`config.mk`:
```
export PLATFORM = sky130hd
export DESIGN_NAME = tcc_top
export DESIGN_NICKNAME = d
export VERILOG_FILES = /design/src/tcc_pkg.sv /design/src/tcc_edge_sample.sv /design/src/tcc_prescale.sv /design/src/tcc_top.sv
export SDC_FILE = /design/constraint.sdc
export NUM_CORES = 1
export LEC_CHECK = 0
export ABC_AREA = 1
export BUFFER_PORTS_ARGS = -buffer_cell sky130_fd_sc_hd__clkbuf_2
export CORE_MARGIN = 2
export CORE_UTILIZATION = 45
export DETAILED_ROUTE_END_ITERATION = 10
export SLEW_MARGIN = 15
export SYNTH_ARGS = -nofsm -noshare
export SYNTH_HDL_FRONTEND = slang
export SYNTH_SLANG_ARGS = --single-unit
```
`constraint.sdc`:
```
create_clock -name CLK_I -period 2.3 [get_ports CLK_I]
set_input_delay 0.115 -clock CLK_I [delete_from_list [all_inputs] [get_ports CLK_I]]
set_output_delay 0.115 -clock CLK_I [all_outputs]
set_load 0.02 [all_outputs]
```
`src/tcc_pkg.sv`:
```
// Package of constants for the timer/counter clock and control block
//
// What this block does
// - Three independent 16-bit timer/counters, each timing or counting events.
// - Timer function advances the count once per twelve oscillator periods.
// - Timer tick comes from the undivided oscillator, immune to divider and stalls.
// - Counter function advances only on a falling edge at its own count pin.
// - Count pin sampled every twelve periods; increment lands in the following period.
// - At most one counted event per twenty-four oscillator periods.
// - A divided core clock does not lengthen the sample period; it stays twelve oscillator periods.
// - Overflow flags bits 7 and 5: set on overflow, read-only, cleared on service.
// - Run bits 6 and 4 are read/write; one runs the timer, zero stops it.
// - Pin flags bits 3 and 1 set on pin event, cleared on service.
// - Trigger bits 2 and 0: one selects falling edge, zero low level.
// - Control register at 88h, resets to 00h.
// - Timer 0 count high byte at 8Ch, low byte at 8Ah.
// - Timer 1 count high byte at 8Dh, low byte at 8Bh.
// - Timer 2 count high byte at CDh, low byte at CCh.
// - Timer 2 capture/reload high byte at CBh, low byte at CAh.
// - Gate clear: run bit alone enables; gate set also needs pin high.
// - Function select zero times internal clock, one counts the count pin.
package tcc_pkg;
    // ****************************************************************
    // Register offsets
    // ****************************************************************
    localparam logic [7:0] TCC_ADDR_CONTROL = 8'h88;
    localparam logic [7:0] TCC_ADDR_MODE    = 8'h89;
    localparam logic [7:0] TCC_ADDR_T0_LOW  = 8'h8a;
    localparam logic [7:0] TCC_ADDR_T1_LOW  = 8'h8b;
    localparam logic [7:0] TCC_ADDR_T0_HIGH = 8'h8c;
    localparam logic [7:0] TCC_ADDR_T1_HIGH = 8'h8d;
    localparam logic [7:0] TCC_ADDR_T2_CTRL = 8'hc8;
    localparam logic [7:0] TCC_ADDR_CAP_LOW = 8'hca;
    localparam logic [7:0] TCC_ADDR_CAP_HI  = 8'hcb;
    localparam logic [7:0] TCC_ADDR_T2_LOW  = 8'hcc;
    localparam logic [7:0] TCC_ADDR_T2_HIGH = 8'hcd;

    // ****************************************************************
    // Control register fields and reset values
    // ****************************************************************
    localparam int TCC_BIT_OVF1  = 7;
    localparam int TCC_BIT_RUN1  = 6;
    localparam int TCC_BIT_OVF0  = 5;
    localparam int TCC_BIT_RUN0  = 4;
    localparam int TCC_BIT_IRQF1 = 3;
    localparam int TCC_BIT_TRIG1 = 2;
    localparam int TCC_BIT_IRQF0 = 1;
    localparam int TCC_BIT_TRIG0 = 0;
    // Mode select: per timer {gate, function}, timer 1 in the upper nibble
    localparam int TCC_BIT_GATE1 = 7;
    localparam int TCC_BIT_FUNC1 = 6;
    localparam int TCC_BIT_GATE0 = 3;
    localparam int TCC_BIT_FUNC0 = 2;
    // Timer 2 control: bit 2 run, bit 1 function, bit 7 overflow flag
    localparam int TCC_BIT_T2OVF  = 7;
    localparam int TCC_BIT_T2RUN  = 2;
    localparam int TCC_BIT_T2FUNC = 1;
    localparam int TCC_BIT_T2RELD = 0;
    localparam logic [7:0] TCC_CONTROL_RST = 8'h00;
    localparam logic [7:0] TCC_MODE_RST    = 8'h00;
    localparam logic [7:0] TCC_BYTE_RST    = 8'h00;

    // ****************************************************************
    // Timing: oscillator periods per sample / tick
    // ****************************************************************
    localparam int TCC_OSC_PER_TICK = 12;
    localparam logic [3:0] TCC_TICK_LAST = 4'(TCC_OSC_PER_TICK - 1);
endpackage

```
`src/tcc_edge_sample.sv`:
```
// Count pin sampler: falling edge seen between two samples gives one increment
module tcc_edge_sample
    import tcc_pkg::*;
(
    input  wire logic CLK_I,
    input  wire logic RST_N_I,
    input  wire logic tick_i,
    input  wire logic pin_i,
    output logic      inc_o
);
    logic smp_r;
    logic prev_r;

    // Sample once per tick; an edge needs two samples, so one count per 24 clocks
    always_ff @(posedge CLK_I) begin
        if (!RST_N_I) begin
            smp_r  <= 1'b0;
            prev_r <= 1'b0;
        end else if (tick_i) begin
            prev_r <= smp_r;
            smp_r  <= pin_i;
        end
    end

    // One pulse in the sample period right after the low sample
    assign inc_o = tick_i & prev_r & ~smp_r;
endmodule

```
`src/tcc_prescale.sv`:
```
// Divide-by-twelve tick generator running from the undivided oscillator clock
module tcc_prescale
    import tcc_pkg::*;
(
    input  wire logic CLK_I,
    input  wire logic RST_N_I,
    output logic      tick_o
);
    logic [3:0] cnt_r;

    // Free running, so no divider, stall or bus cycle can stretch it
    always_ff @(posedge CLK_I) begin
        if (!RST_N_I) begin
            cnt_r <= 4'h0;
        end else if (cnt_r == TCC_TICK_LAST) begin
            cnt_r <= 4'h0;
        end else begin
            cnt_r <= cnt_r + 4'h1;
        end
    end

    assign tick_o = (cnt_r == TCC_TICK_LAST);
endmodule

```
`src/tcc_top.sv`:
```
// Three 16-bit timer/counters with shared control register and pin flags
module tcc_top
    import tcc_pkg::*;
(
    input  wire logic       CLK_I,
    input  wire logic       RST_N_I,
    input  wire logic [7:0] ADDR_I,
    input  wire logic [7:0] WDATA_I,
    input  wire logic       WR_I,
    input  wire logic       RD_I,
    output logic      [7:0] RDATA_O,
    input  wire logic       TIMER0_COUNT_PIN_I,
    input  wire logic       TIMER1_COUNT_PIN_I,
    input  wire logic       TIMER2_COUNT_PIN_I,
    input  wire logic       FIRST_EXT_IRQ_PIN_I,
    input  wire logic       SECOND_EXT_IRQ_PIN_I,
    input  wire logic       ACK_T0_I,
    input  wire logic       ACK_T1_I,
    input  wire logic       ACK_T2_I,
    input  wire logic       ACK_EXT0_I,
    input  wire logic       ACK_EXT1_I,
    output logic            IRQ_T0_O,
    output logic            IRQ_T1_O,
    output logic            IRQ_T2_O,
    output logic            IRQ_EXT0_O,
    output logic            IRQ_EXT1_O
);
    // ****************************************************************
    // Behaviour notes
    // ****************************************************************
    // Timers 0 and 1 are plain 16-bit counters; the mode field of the
    // mode select register reads back but is not decoded.
    // Count bytes have no latch: a running count read as two bytes
    // can tear on a low-byte carry, so stop the timer first.
    // A byte write in an increment cycle wins and that step is lost.
    // Acknowledge inputs stand for interrupt service. A flag set in
    // its acknowledge cycle stays set, so no event is dropped.
    // Level trigger sets the pin flag each clock the pin is low;
    // service should wait for the pin to rise before it acks.
    // The tick runs free from reset, so the first step after a run
    // bit is set comes one to twelve clocks later.
    // Reads have no side effects; unmapped reads return zero and
    // unmapped writes are dropped.
    // Count pins need each level to hold twelve clocks or more, or
    // a short pulse can slip between two samples and be lost.

    // ****************************************************************
    // Registers
    // ****************************************************************
    logic [7:0]  timer_control_r;
    logic [7:0]  timer_mode_select_r;
    logic [7:0]  timer2_control_r;
    logic [15:0] cnt0_r;
    logic [15:0] cnt1_r;
    logic [15:0] cnt2_r;
    logic [15:0] cap2_r;
    logic        ext0_prev_r;
    logic        ext1_prev_r;
    logic [7:0]  rdata_r;

    logic tick;
    logic ev0;
    logic ev1;
    logic ev2;
    logic en0;
    logic en1;
    logic en2;
    logic inc0;
    logic inc1;
    logic inc2;
    logic ovf0;
    logic ovf1;
    logic ovf2;
    logic ext0_evt;
    logic ext1_evt;
    logic wr_ctl;
    logic wr_mode;
    logic wr_t2ctl;
    logic wr_t0_hi;
    logic wr_t0_lo;
    logic wr_t1_hi;
    logic wr_t1_lo;
    logic wr_t2_hi;
    logic wr_t2_lo;
    logic wr_cap_hi;
    logic wr_cap_lo;

    // Enable term shared by timers 0 and 1
    function automatic logic run_ok(input logic run, input logic gate, input logic pin);
        run_ok = run & (~gate | pin);
    endfunction

    // Pick the tick or the sampled count-pin edge
    function automatic logic step(input logic en, input logic func, input logic tk,
                                  input logic ev);
        step = en & (func ? ev : tk);
    endfunction

    // Write strobe aimed at one register address
    function automatic logic wr_hit(input logic wr, input logic [7:0] a,
                                    input logic [7:0] target);
        wr_hit = wr && (a == target);
    endfunction

    // ****************************************************************
    // Clock sources
    // ****************************************************************
    tcc_prescale u_pre (
        .CLK_I   (CLK_I),
        .RST_N_I (RST_N_I),
        .tick_o  (tick)
    );

    tcc_edge_sample u_smp0 (
        .CLK_I   (CLK_I),
        .RST_N_I (RST_N_I),
        .tick_i  (tick),
        .pin_i   (TIMER0_COUNT_PIN_I),
        .inc_o   (ev0)
    );

    tcc_edge_sample u_smp1 (
        .CLK_I   (CLK_I),
        .RST_N_I (RST_N_I),
        .tick_i  (tick),
        .pin_i   (TIMER1_COUNT_PIN_I),
        .inc_o   (ev1)
    );

    tcc_edge_sample u_smp2 (
        .CLK_I   (CLK_I),
        .RST_N_I (RST_N_I),
        .tick_i  (tick),
        .pin_i   (TIMER2_COUNT_PIN_I),
        .inc_o   (ev2)
    );

    // ****************************************************************
    // Enables and increments
    // ****************************************************************
    // Gate lets the pin qualify the run bit, for pulse width measurement
    assign en0 = run_ok(timer_control_r[TCC_BIT_RUN0], timer_mode_select_r[TCC_BIT_GATE0],
                        FIRST_EXT_IRQ_PIN_I);
    assign en1 = run_ok(timer_control_r[TCC_BIT_RUN1], timer_mode_select_r[TCC_BIT_GATE1],
                        SECOND_EXT_IRQ_PIN_I);
    // Timer 2 has no gate: its run bit alone enables it
    assign en2 = timer2_control_r[TCC_BIT_T2RUN];

    assign inc0 = step(en0, timer_mode_select_r[TCC_BIT_FUNC0], tick, ev0);
    assign inc1 = step(en1, timer_mode_select_r[TCC_BIT_FUNC1], tick, ev1);
    assign inc2 = step(en2, timer2_control_r[TCC_BIT_T2FUNC], tick, ev2);

    // Wrap from all ones is the overflow event
    assign ovf0 = inc0 & (&cnt0_r);
    assign ovf1 = inc1 & (&cnt1_r);
    assign ovf2 = inc2 & (&cnt2_r);

    // Falling edge or low level, per trigger-type bit
    assign ext0_evt = timer_control_r[TCC_BIT_TRIG0] ?
                      (ext0_prev_r & ~FIRST_EXT_IRQ_PIN_I) : ~FIRST_EXT_IRQ_PIN_I;
    assign ext1_evt = timer_control_r[TCC_BIT_TRIG1] ?
                      (ext1_prev_r & ~SECOND_EXT_IRQ_PIN_I) : ~SECOND_EXT_IRQ_PIN_I;

    // Register write decode
    assign wr_ctl    = wr_hit(WR_I, ADDR_I, TCC_ADDR_CONTROL);
    assign wr_mode   = wr_hit(WR_I, ADDR_I, TCC_ADDR_MODE);
    assign wr_t2ctl  = wr_hit(WR_I, ADDR_I, TCC_ADDR_T2_CTRL);
    assign wr_t0_hi  = wr_hit(WR_I, ADDR_I, TCC_ADDR_T0_HIGH);
    assign wr_t0_lo  = wr_hit(WR_I, ADDR_I, TCC_ADDR_T0_LOW);
    assign wr_t1_hi  = wr_hit(WR_I, ADDR_I, TCC_ADDR_T1_HIGH);
    assign wr_t1_lo  = wr_hit(WR_I, ADDR_I, TCC_ADDR_T1_LOW);
    assign wr_t2_hi  = wr_hit(WR_I, ADDR_I, TCC_ADDR_T2_HIGH);
    assign wr_t2_lo  = wr_hit(WR_I, ADDR_I, TCC_ADDR_T2_LOW);
    assign wr_cap_hi = wr_hit(WR_I, ADDR_I, TCC_ADDR_CAP_HI);
    assign wr_cap_lo = wr_hit(WR_I, ADDR_I, TCC_ADDR_CAP_LOW);

    // ****************************************************************
    // Pin history for edge triggering
    // ****************************************************************
    // Resets high, so a pin held low through reset is taken as a falling edge
    always_ff @(posedge CLK_I) begin
        if (!RST_N_I) begin
            ext0_prev_r <= 1'b1;
            ext1_prev_r <= 1'b1;
        end else begin
            ext0_prev_r <= FIRST_EXT_IRQ_PIN_I;
            ext1_prev_r <= SECOND_EXT_IRQ_PIN_I;
        end
    end

    // ****************************************************************
    // Shared control register
    // ****************************************************************
    // Flags are read-only: software writes touch only run and trigger bits.
    // A hardware set in the acknowledge cycle wins, so no event is lost.
    always_ff @(posedge CLK_I) begin
        if (!RST_N_I) begin
            timer_control_r <= TCC_CONTROL_RST;
        end else begin
            if (wr_ctl) begin
                timer_control_r[TCC_BIT_RUN1]  <= WDATA_I[TCC_BIT_RUN1];
                timer_control_r[TCC_BIT_RUN0]  <= WDATA_I[TCC_BIT_RUN0];
                timer_control_r[TCC_BIT_TRIG1] <= WDATA_I[TCC_BIT_TRIG1];
                timer_control_r[TCC_BIT_TRIG0] <= WDATA_I[TCC_BIT_TRIG0];
            end
            if (ovf1) begin
                timer_control_r[TCC_BIT_OVF1] <= 1'b1;
            end else if (ACK_T1_I) begin
                timer_control_r[TCC_BIT_OVF1] <= 1'b0;
            end
            if (ovf0) begin
                timer_control_r[TCC_BIT_OVF0] <= 1'b1;
            end else if (ACK_T0_I) begin
                timer_control_r[TCC_BIT_OVF0] <= 1'b0;
            end
            if (ext1_evt) begin
                timer_control_r[TCC_BIT_IRQF1] <= 1'b1;
            end else if (ACK_EXT1_I) begin
                timer_control_r[TCC_BIT_IRQF1] <= 1'b0;
            end
            if (ext0_evt) begin
                timer_control_r[TCC_BIT_IRQF0] <= 1'b1;
            end else if (ACK_EXT0_I) begin
                timer_control_r[TCC_BIT_IRQF0] <= 1'b0;
            end
        end
    end

    // ****************************************************************
    // Mode select and timer 2 control
    // ****************************************************************
    always_ff @(posedge CLK_I) begin
        if (!RST_N_I) begin
            timer_mode_select_r <= TCC_MODE_RST;
        end else if (wr_mode) begin
            timer_mode_select_r <= WDATA_I;
        end
    end

    // Overflow flag here is hardware-set, cleared only on service
    always_ff @(posedge CLK_I) begin
        if (!RST_N_I) begin
            timer2_control_r <= TCC_BYTE_RST;
        end else begin
            if (wr_t2ctl) begin
                timer2_control_r[6:0] <= WDATA_I[6:0];
            end
            if (ovf2) begin
                timer2_control_r[TCC_BIT_T2OVF] <= 1'b1;
            end else if (ACK_T2_I) begin
                timer2_control_r[TCC_BIT_T2OVF] <= 1'b0;
            end
        end
    end

    // ****************************************************************
    // Count registers: software write takes priority over increment
    // ****************************************************************
    always_ff @(posedge CLK_I) begin
        if (!RST_N_I) begin
            cnt0_r <= 16'h0000;
        end else if (wr_t0_hi) begin
            cnt0_r[15:8] <= WDATA_I;
        end else if (wr_t0_lo) begin
            cnt0_r[7:0] <= WDATA_I;
        end else if (inc0) begin
            cnt0_r <= cnt0_r + 16'h0001;
        end
    end

    always_ff @(posedge CLK_I) begin
        if (!RST_N_I) begin
            cnt1_r <= 16'h0000;
        end else if (wr_t1_hi) begin
            cnt1_r[15:8] <= WDATA_I;
        end else if (wr_t1_lo) begin
            cnt1_r[7:0] <= WDATA_I;
        end else if (inc1) begin
            cnt1_r <= cnt1_r + 16'h0001;
        end
    end

    // Timer 2 reloads from the capture value on overflow when enabled
    always_ff @(posedge CLK_I) begin
        if (!RST_N_I) begin
            cnt2_r <= 16'h0000;
        end else if (wr_t2_hi) begin
            cnt2_r[15:8] <= WDATA_I;
        end else if (wr_t2_lo) begin
            cnt2_r[7:0] <= WDATA_I;
        end else if (ovf2 && timer2_control_r[TCC_BIT_T2RELD]) begin
            cnt2_r <= cap2_r;
        end else if (inc2) begin
            cnt2_r <= cnt2_r + 16'h0001;
        end
    end

    // Capture value is software storage; no capture pin is modelled
    always_ff @(posedge CLK_I) begin
        if (!RST_N_I) begin
            cap2_r <= 16'h0000;
        end else if (wr_cap_hi) begin
            cap2_r[15:8] <= WDATA_I;
        end else if (wr_cap_lo) begin
            cap2_r[7:0] <= WDATA_I;
        end
    end

    // ****************************************************************
    // Read port: data one cycle after the strobe, zero when unmapped
    // ****************************************************************
    always_ff @(posedge CLK_I) begin
        if (!RST_N_I) begin
            rdata_r <= 8'h00;
        end else if (RD_I) begin
            case (ADDR_I)
                TCC_ADDR_CONTROL: rdata_r <= timer_control_r;
                TCC_ADDR_MODE:    rdata_r <= timer_mode_select_r;
                TCC_ADDR_T0_LOW:  rdata_r <= cnt0_r[7:0];
                TCC_ADDR_T0_HIGH: rdata_r <= cnt0_r[15:8];
                TCC_ADDR_T1_LOW:  rdata_r <= cnt1_r[7:0];
                TCC_ADDR_T1_HIGH: rdata_r <= cnt1_r[15:8];
                TCC_ADDR_T2_CTRL: rdata_r <= timer2_control_r;
                TCC_ADDR_CAP_LOW: rdata_r <= cap2_r[7:0];
                TCC_ADDR_CAP_HI:  rdata_r <= cap2_r[15:8];
                TCC_ADDR_T2_LOW:  rdata_r <= cnt2_r[7:0];
                TCC_ADDR_T2_HIGH: rdata_r <= cnt2_r[15:8];
                default:          rdata_r <= 8'h00;
            endcase
        end else begin
            rdata_r <= 8'h00;
        end
    end

    assign RDATA_O    = rdata_r;
    assign IRQ_T0_O   = timer_control_r[TCC_BIT_OVF0];
    assign IRQ_T1_O   = timer_control_r[TCC_BIT_OVF1];
    assign IRQ_T2_O   = timer2_control_r[TCC_BIT_T2OVF];
    assign IRQ_EXT0_O = timer_control_r[TCC_BIT_IRQF0];
    assign IRQ_EXT1_O = timer_control_r[TCC_BIT_IRQF1];
endmodule
```
# [Word level (Yosys, flattened, before mapping)]
# Index checks and enable logic that the tools add are counted.
[word_totals] ff_bits=108 wordCells=139
[op_classes] add_sub_neg=4 eq_ne=15 n_mux=29 bitwise_logic=30 reduce_logical=35
[ops] operator="$eq A8 B8 Y1 const B" count=11
[ops] operator="$pmux W8 S11" count=1
[ops] operator="$mux W8" count=9
[ops] operator="$mux W16" count=4
[ops] operator="$add A16 B1 Y16 const B" count=3
[ops] operator="$reduce_and A16 Y1" count=3
[ops] operator="$reduce_bool A2 Y1" count=9
[ops] operator="$and A1 B1 Y1" count=16
[ops] operator="$reduce_and A2 Y1" count=8
[ops] operator="$mux W1" count=15
[ops] operator="$logic_and A1 B1 Y1" count=12
[ops] operator="$not A1 Y1" count=12
[ops] operator="$ne A2 B2 Y1 const B" count=3
[ops] operator="$reduce_bool A3 Y1" count=2
[ops] operator="$add A4 B1 Y4 const B" count=1
[ops] operator="$eq A4 B4 Y1 const B" count=1
[ops] operator="$or A1 B1 Y1" count=2
[ops] operator="$reduce_or A2 Y1" count=1

# [Logic depth before layout (Yosys ltp)]
[depth] ltp_word=10 ltp_mapped=12

# [Cells and area by module]
# Synthesis repeated with hierarchy kept, for this count alone.
[hier_totals] hier_cells=1060 hier_area_um2=6540.0
[by_module_without_submodules] mod="tcc_top" instances=1 cells_each=998 area_per_inst_um2=6112.1
[by_module_without_submodules] mod="tcc_edge_sample" instances=3 cells_each=14 area_per_inst_um2=87.6
[by_module_without_submodules] mod="tcc_prescale" instances=1 cells_each=20 area_per_inst_um2=165.2

# [Least setup slack after synthesis]
# No wires, ideal clock.
[synth_timing] kind="reg-to-reg" from="register cnt2_r[1]" to="register cnt2_r[11]" t_arrival_ns=1.582 setup_slack_ns=0.590 stages_incl_launch_ff=12 period_less_slack_ns=1.710 path_cell_list="dfxtp_1 -> ha_1 -> nand2_1 -> nor2_1 -> nand2_1 -> nor2_2 -> nand3_2 -> buf_2 -> nand2_1 -> nand2_1 -> a21oi_1 -> nor2_1"
[synth_via] elab_chain_cells=6 word_cells_on_any_way=10 cone_classes="add/sub: 1; mux: 4; bitwise: 1; reduce/logical: 4"
[synth_lines] element="from (decl)" line_no="tcc_top.sv:55" text="logic [15:0] cnt2_r;"
[synth_lines] element="from (signal assigned)" line_no="tcc_top.sv:292" text="cnt2_r <= cap2_r;"
[synth_lines] element="from (signal assigned)" line_no="tcc_top.sv:294" text="cnt2_r <= cnt2_r + 16'h0001;"
[synth_lines] element="branches (longest 6 deep; another with $add A16 B1 Y16)"
# Parallel ways; which one is timed is not known. The select of a mux whose other input is x is not followed.
# A chain may end at the register's enable or synchronous reset.

# [Worst setup path after layout]
[layout_timing] from="register cnt2_r[1]" to="register cnt2_r[0]"
[layout_via] elab_chain_cells=5 word_cells_on_any_way=7 cone_classes="mux: 2; bitwise: 1; reduce/logical: 4"
[layout_lines] element="$reduce_and A16 Y1 *" line_no="tcc_top.sv:156" text="assign ovf2 = inc2 & (&cnt2_r);"
[layout_lines] element="$and A1 B1 Y1 *" line_no="tcc_top.sv:156"
[layout_lines] element="$logic_and A1 B1 Y1 *" line_no="tcc_top.sv:291" text="end else if (ovf2 && timer2_control_r[TCC_BIT_T2RELD]) begin"
[layout_lines] element="$reduce_bool A3 Y1 (no line) / $mux W16 (equally long branches)"
[layout_lines] element="$reduce_and A2 Y1 (no line) / $mux W8 (equally long branches)"
# Every way passes the cells marked *; elsewhere a longest branch is shown, timed or not.

==> flow_metrics.py <==
metrics = {
    "timing": {
        "maxSlewViolCount": 0,
        "setup_viol": 0,
        "hold_viol": 0,
        "worst_pin_slew_ns": 0.592,
        "finClkSkew_ns": 0.00907,
        "max_freq_ghz": 0.489,
        "rsz0062_at_grt": "no",
        "min_period_ns": 2.05,
        "min_period_over_period": 0.890,
        "slew_headroom": 0.604,
        "fin_tns_setup_ns": 0,
        "fin_ws_ns": 0.254,
    },
    "logic_synthesis": {
        "syn_area_um2": 6390,
        "ys_warn_count": 0,
        "ys_async_sr_fraction": 0,
        "ys_seq_elements": 108,
        "syn_area_per_cell_um2": 6.16,
        "synth.distinct_cells": 31,
        "ys_seq_area_frac": 0.338,
        "syn_inst": 1038,
        "synth-edff-count": 0,
        "syn_nets": 1072,
        "ys.flop_type": "dfxtp_1",
    },
    "setup_path": {
        "crit_type": "register to register",
        "crit_fanout": 15,
        "worstPathRequired_ns": 2.59,
        "crit_chain": "ha_1 > nand2_1 > nor2_1 > nand2_1 > nor2_2 > nand3_2 > o21ai_0 > nand2_1 > a21oi_1",
        "end_kind": "register",
        "start_kind": "register",
        "cp_common_cell": "nand2_1",
        "crit_arrival_ns": 2.34,
        "slowest_delay_ns": 0.40,
        "cp_slowest_cell": "dfxtp_1",
    },
    "die": {
        "die-area_um2": 15200,
        "die_y_um": 123,
        "start_util": 0.461,
        "die_width_um": 123,
        "core_area_um2": 13900,
        "fp-row-count": 43,
        "io_pins": 43,
    },
    "detailed_routing": {
        "routedLengthMet1_um": 9830,
        "finalWirelength_um": 21600,
        "dr_wl_met2_um": 9440,
        "drc": 0,
        "routed-wl-met3_um": 1760,
        "wire_per_inst_um": 16.9,
        "dr.pass1.iters": 5,
        "drtIter0Drc": 716,
        "antenna_left": 0,
        "highest_layer": "met4",
        "vias_per_cell": 5.38,
        "vias": 6844,
    },
    "clock_network": {
        "htree_num_levels": 3,
        "clockRootBuffer": "clkbuf_16",
        "clockBufferDepth": 2,
        "cts_sinks": 108,
        "cts_resized": 0,
        "cts.clk_slew.worst_paths_ns": 0.08,
        "clock_latency_ns": 0.37,
        "cts-buffers-inserted": 9,
        "cts_tree": "built",
    },
    "placement": {
        "portBuffers": 42,
        "dp_hpwl_um": 16100,
        "dp_slack_ns": 0.302,
        "place_area_um2": 6860,
        "placedCellCount": 1252,
        "finalWeightedCongestion": 0.947,
    },
    "global_routing": {
        "antenna_found_initial": 0,
        "grt.overflow.total": 0,
        "first_global_vias": 6207,
        "grt_max_degree": 48,
        "track_usage": 0.298,
        "grt_pass1_wl_um": 34300,
    },
    "hold_path": {
        "hold_class": "input port to register",
    },
    "cells_and_area": {
        "layout-drive-gt1-share": 0.0979,
        "n_antenna_cell": 0,
        "nets": 1122,
        "design_area_um2": 7220,
        "syn_to_final_growth_pct": 12.9,
        "finalNonFillerCells": 1273,
    },
    "run": {
        "drv_cap": 0,
    },
    "power": {
        "p_leak_nw": 2.89,
        "ir_drop_v": 0.000369,
        "p_per_area_nw_per_um2": 513,
        "power_mw": 3.70,
    },
    "outcome": {
        "status": "complete, no violations",
    },
}
stage by stage:
| step | util | hold slack [ns] |
|---|---|---|
| CTS | 0.520 | 0.00648 |
| finish | 0.520 | 0.0123 |
| detailed placement | 0.495 | 0.332 |
| global route | 0.520 | 0.0246 |
| floorplan | - | 0.235 |
| global placement | 0.495 | 0.331 |
cell usage in the layout, fill, tap and decap left out, types with 2 or more instances in the layout:
cell	n
nand2_2	2
ha_1	4
nor2_2	4
inv_1	120
a31oi_1	11
clkbuf_2	42
nor3_1	18
nor2_1	147
a21oi_1	73
nand2_1	251
nor2_4	4
nand3_1	81
nand3_2	3
inv_8	2
o21ai_0	117
nand4_1	26
nand3b_1	2
xor2_1	15
inv_2	2
o32ai_1	2
clkbuf_16	9
dlygate4sd3_1	5
or2_2	7
xnor2_1	4
buf_4	24
dfxtp_1	108
Yosys cell counts (3+ instances only):
cell type  number  share of area
nand4_1        26          0.025
ha_1            4         0.0078
nor3_1         18          0.014
clkbuf_1       20          0.012
nor2_2          4         0.0039
buf_2           8         0.0063
dfxtp_1       108           0.34
inv_1         120          0.070
nand3_1        81          0.063
a21oi_1        73          0.057
xnor2_1         4         0.0055
nor2_1        147          0.086
o21ai_0       117          0.092
a31oi_1        11          0.011
nand3_2         3         0.0047
nand2_1       251           0.15
xor2_1         15          0.021
or2_2           7         0.0069
nor2_4          4         0.0070
metal layers:
metal,GRT usage,vias up
met5,0,-
met2,0.446,263
li1,-,3477
met4,0.0938,0
met3,0.0660,44
met1,0.424,3060
kinds of logic after synthesis:
group / count (synthesis) / share of synthesized area
simple gates: 547 / 0.367
buf+inv: 154 / 0.0941
fa+ha+maj: 4 / 0.00783
xor+xnor: 19 / 0.0260
flops: 108 / 0.338
compound gates: 206 / 0.167
where the power goes:
group | internal [mW] | total [mW] | switching, mW
clock | 0.797 | 1.62 | 0.821
combinational | 0.0546 | 0.198 | 0.143
sequential | 1.88 | 1.89 | 0.00697
total | 2.73 | 3.70 | 0.971
sequential cells by signal, summed over array words and instances, names as in the netlist, 4 cells and up:
| signal | count |
|---|---|
| timer_control_r | 8 |
| cnt1_r | 16 |
| timer2_control_r | 8 |
| u_pre.cnt_r | 4 |
| cap2_r | 16 |
| RDATA_O | 8 |
| cnt2_r | 16 |
| timer_mode_select_r | 8 |
| cnt0_r | 16 |
cell type report:
type | count | area [um^2]
multi-input cells | 776 | 3630
inverters | 122 | 458
fillers | 1501 | 6660
clock inverters | 6 | 63.8
well taps | 180 | 225
clock buffers | 10 | 239
flip-flops and latches | 108 | 2160
repair buffers | 71 | 440
worst max-delay path, delay by kind of cell, from the launching register on:
family                   cells  cell delay (ns)
adder cells (fa/ha/maj)      1             0.24
AO/OA/AOI/OAI                2             0.42
AND/OR/NAND/NOR              6             0.90
flip-flops                   1             0.40
path summary, 6_finish.rpt:
path / from / endpoint / slack, ns / depth (start not counted)
hold reg to reg: u_pre.cnt_r[0] / u_pre.cnt_r[0] / 0.45 / 1
setup reg to reg: cnt2_r[1] / cnt2_r[0] / 0.25 / 9
hold / removal: ACK_T1_I / timer_control_r[7] / 0.01 / 3
setup / recovery: cnt2_r[1] / cnt2_r[0] / 0.25 / 9
what timing repair did:
item	CTS	global route
setup buffers	0	0
hold endpoints to repair	5	0
hold buffers	5	0
endpoints found under the setup margin	0	0
Note: power is estimated with default switching activity, not from simulation.
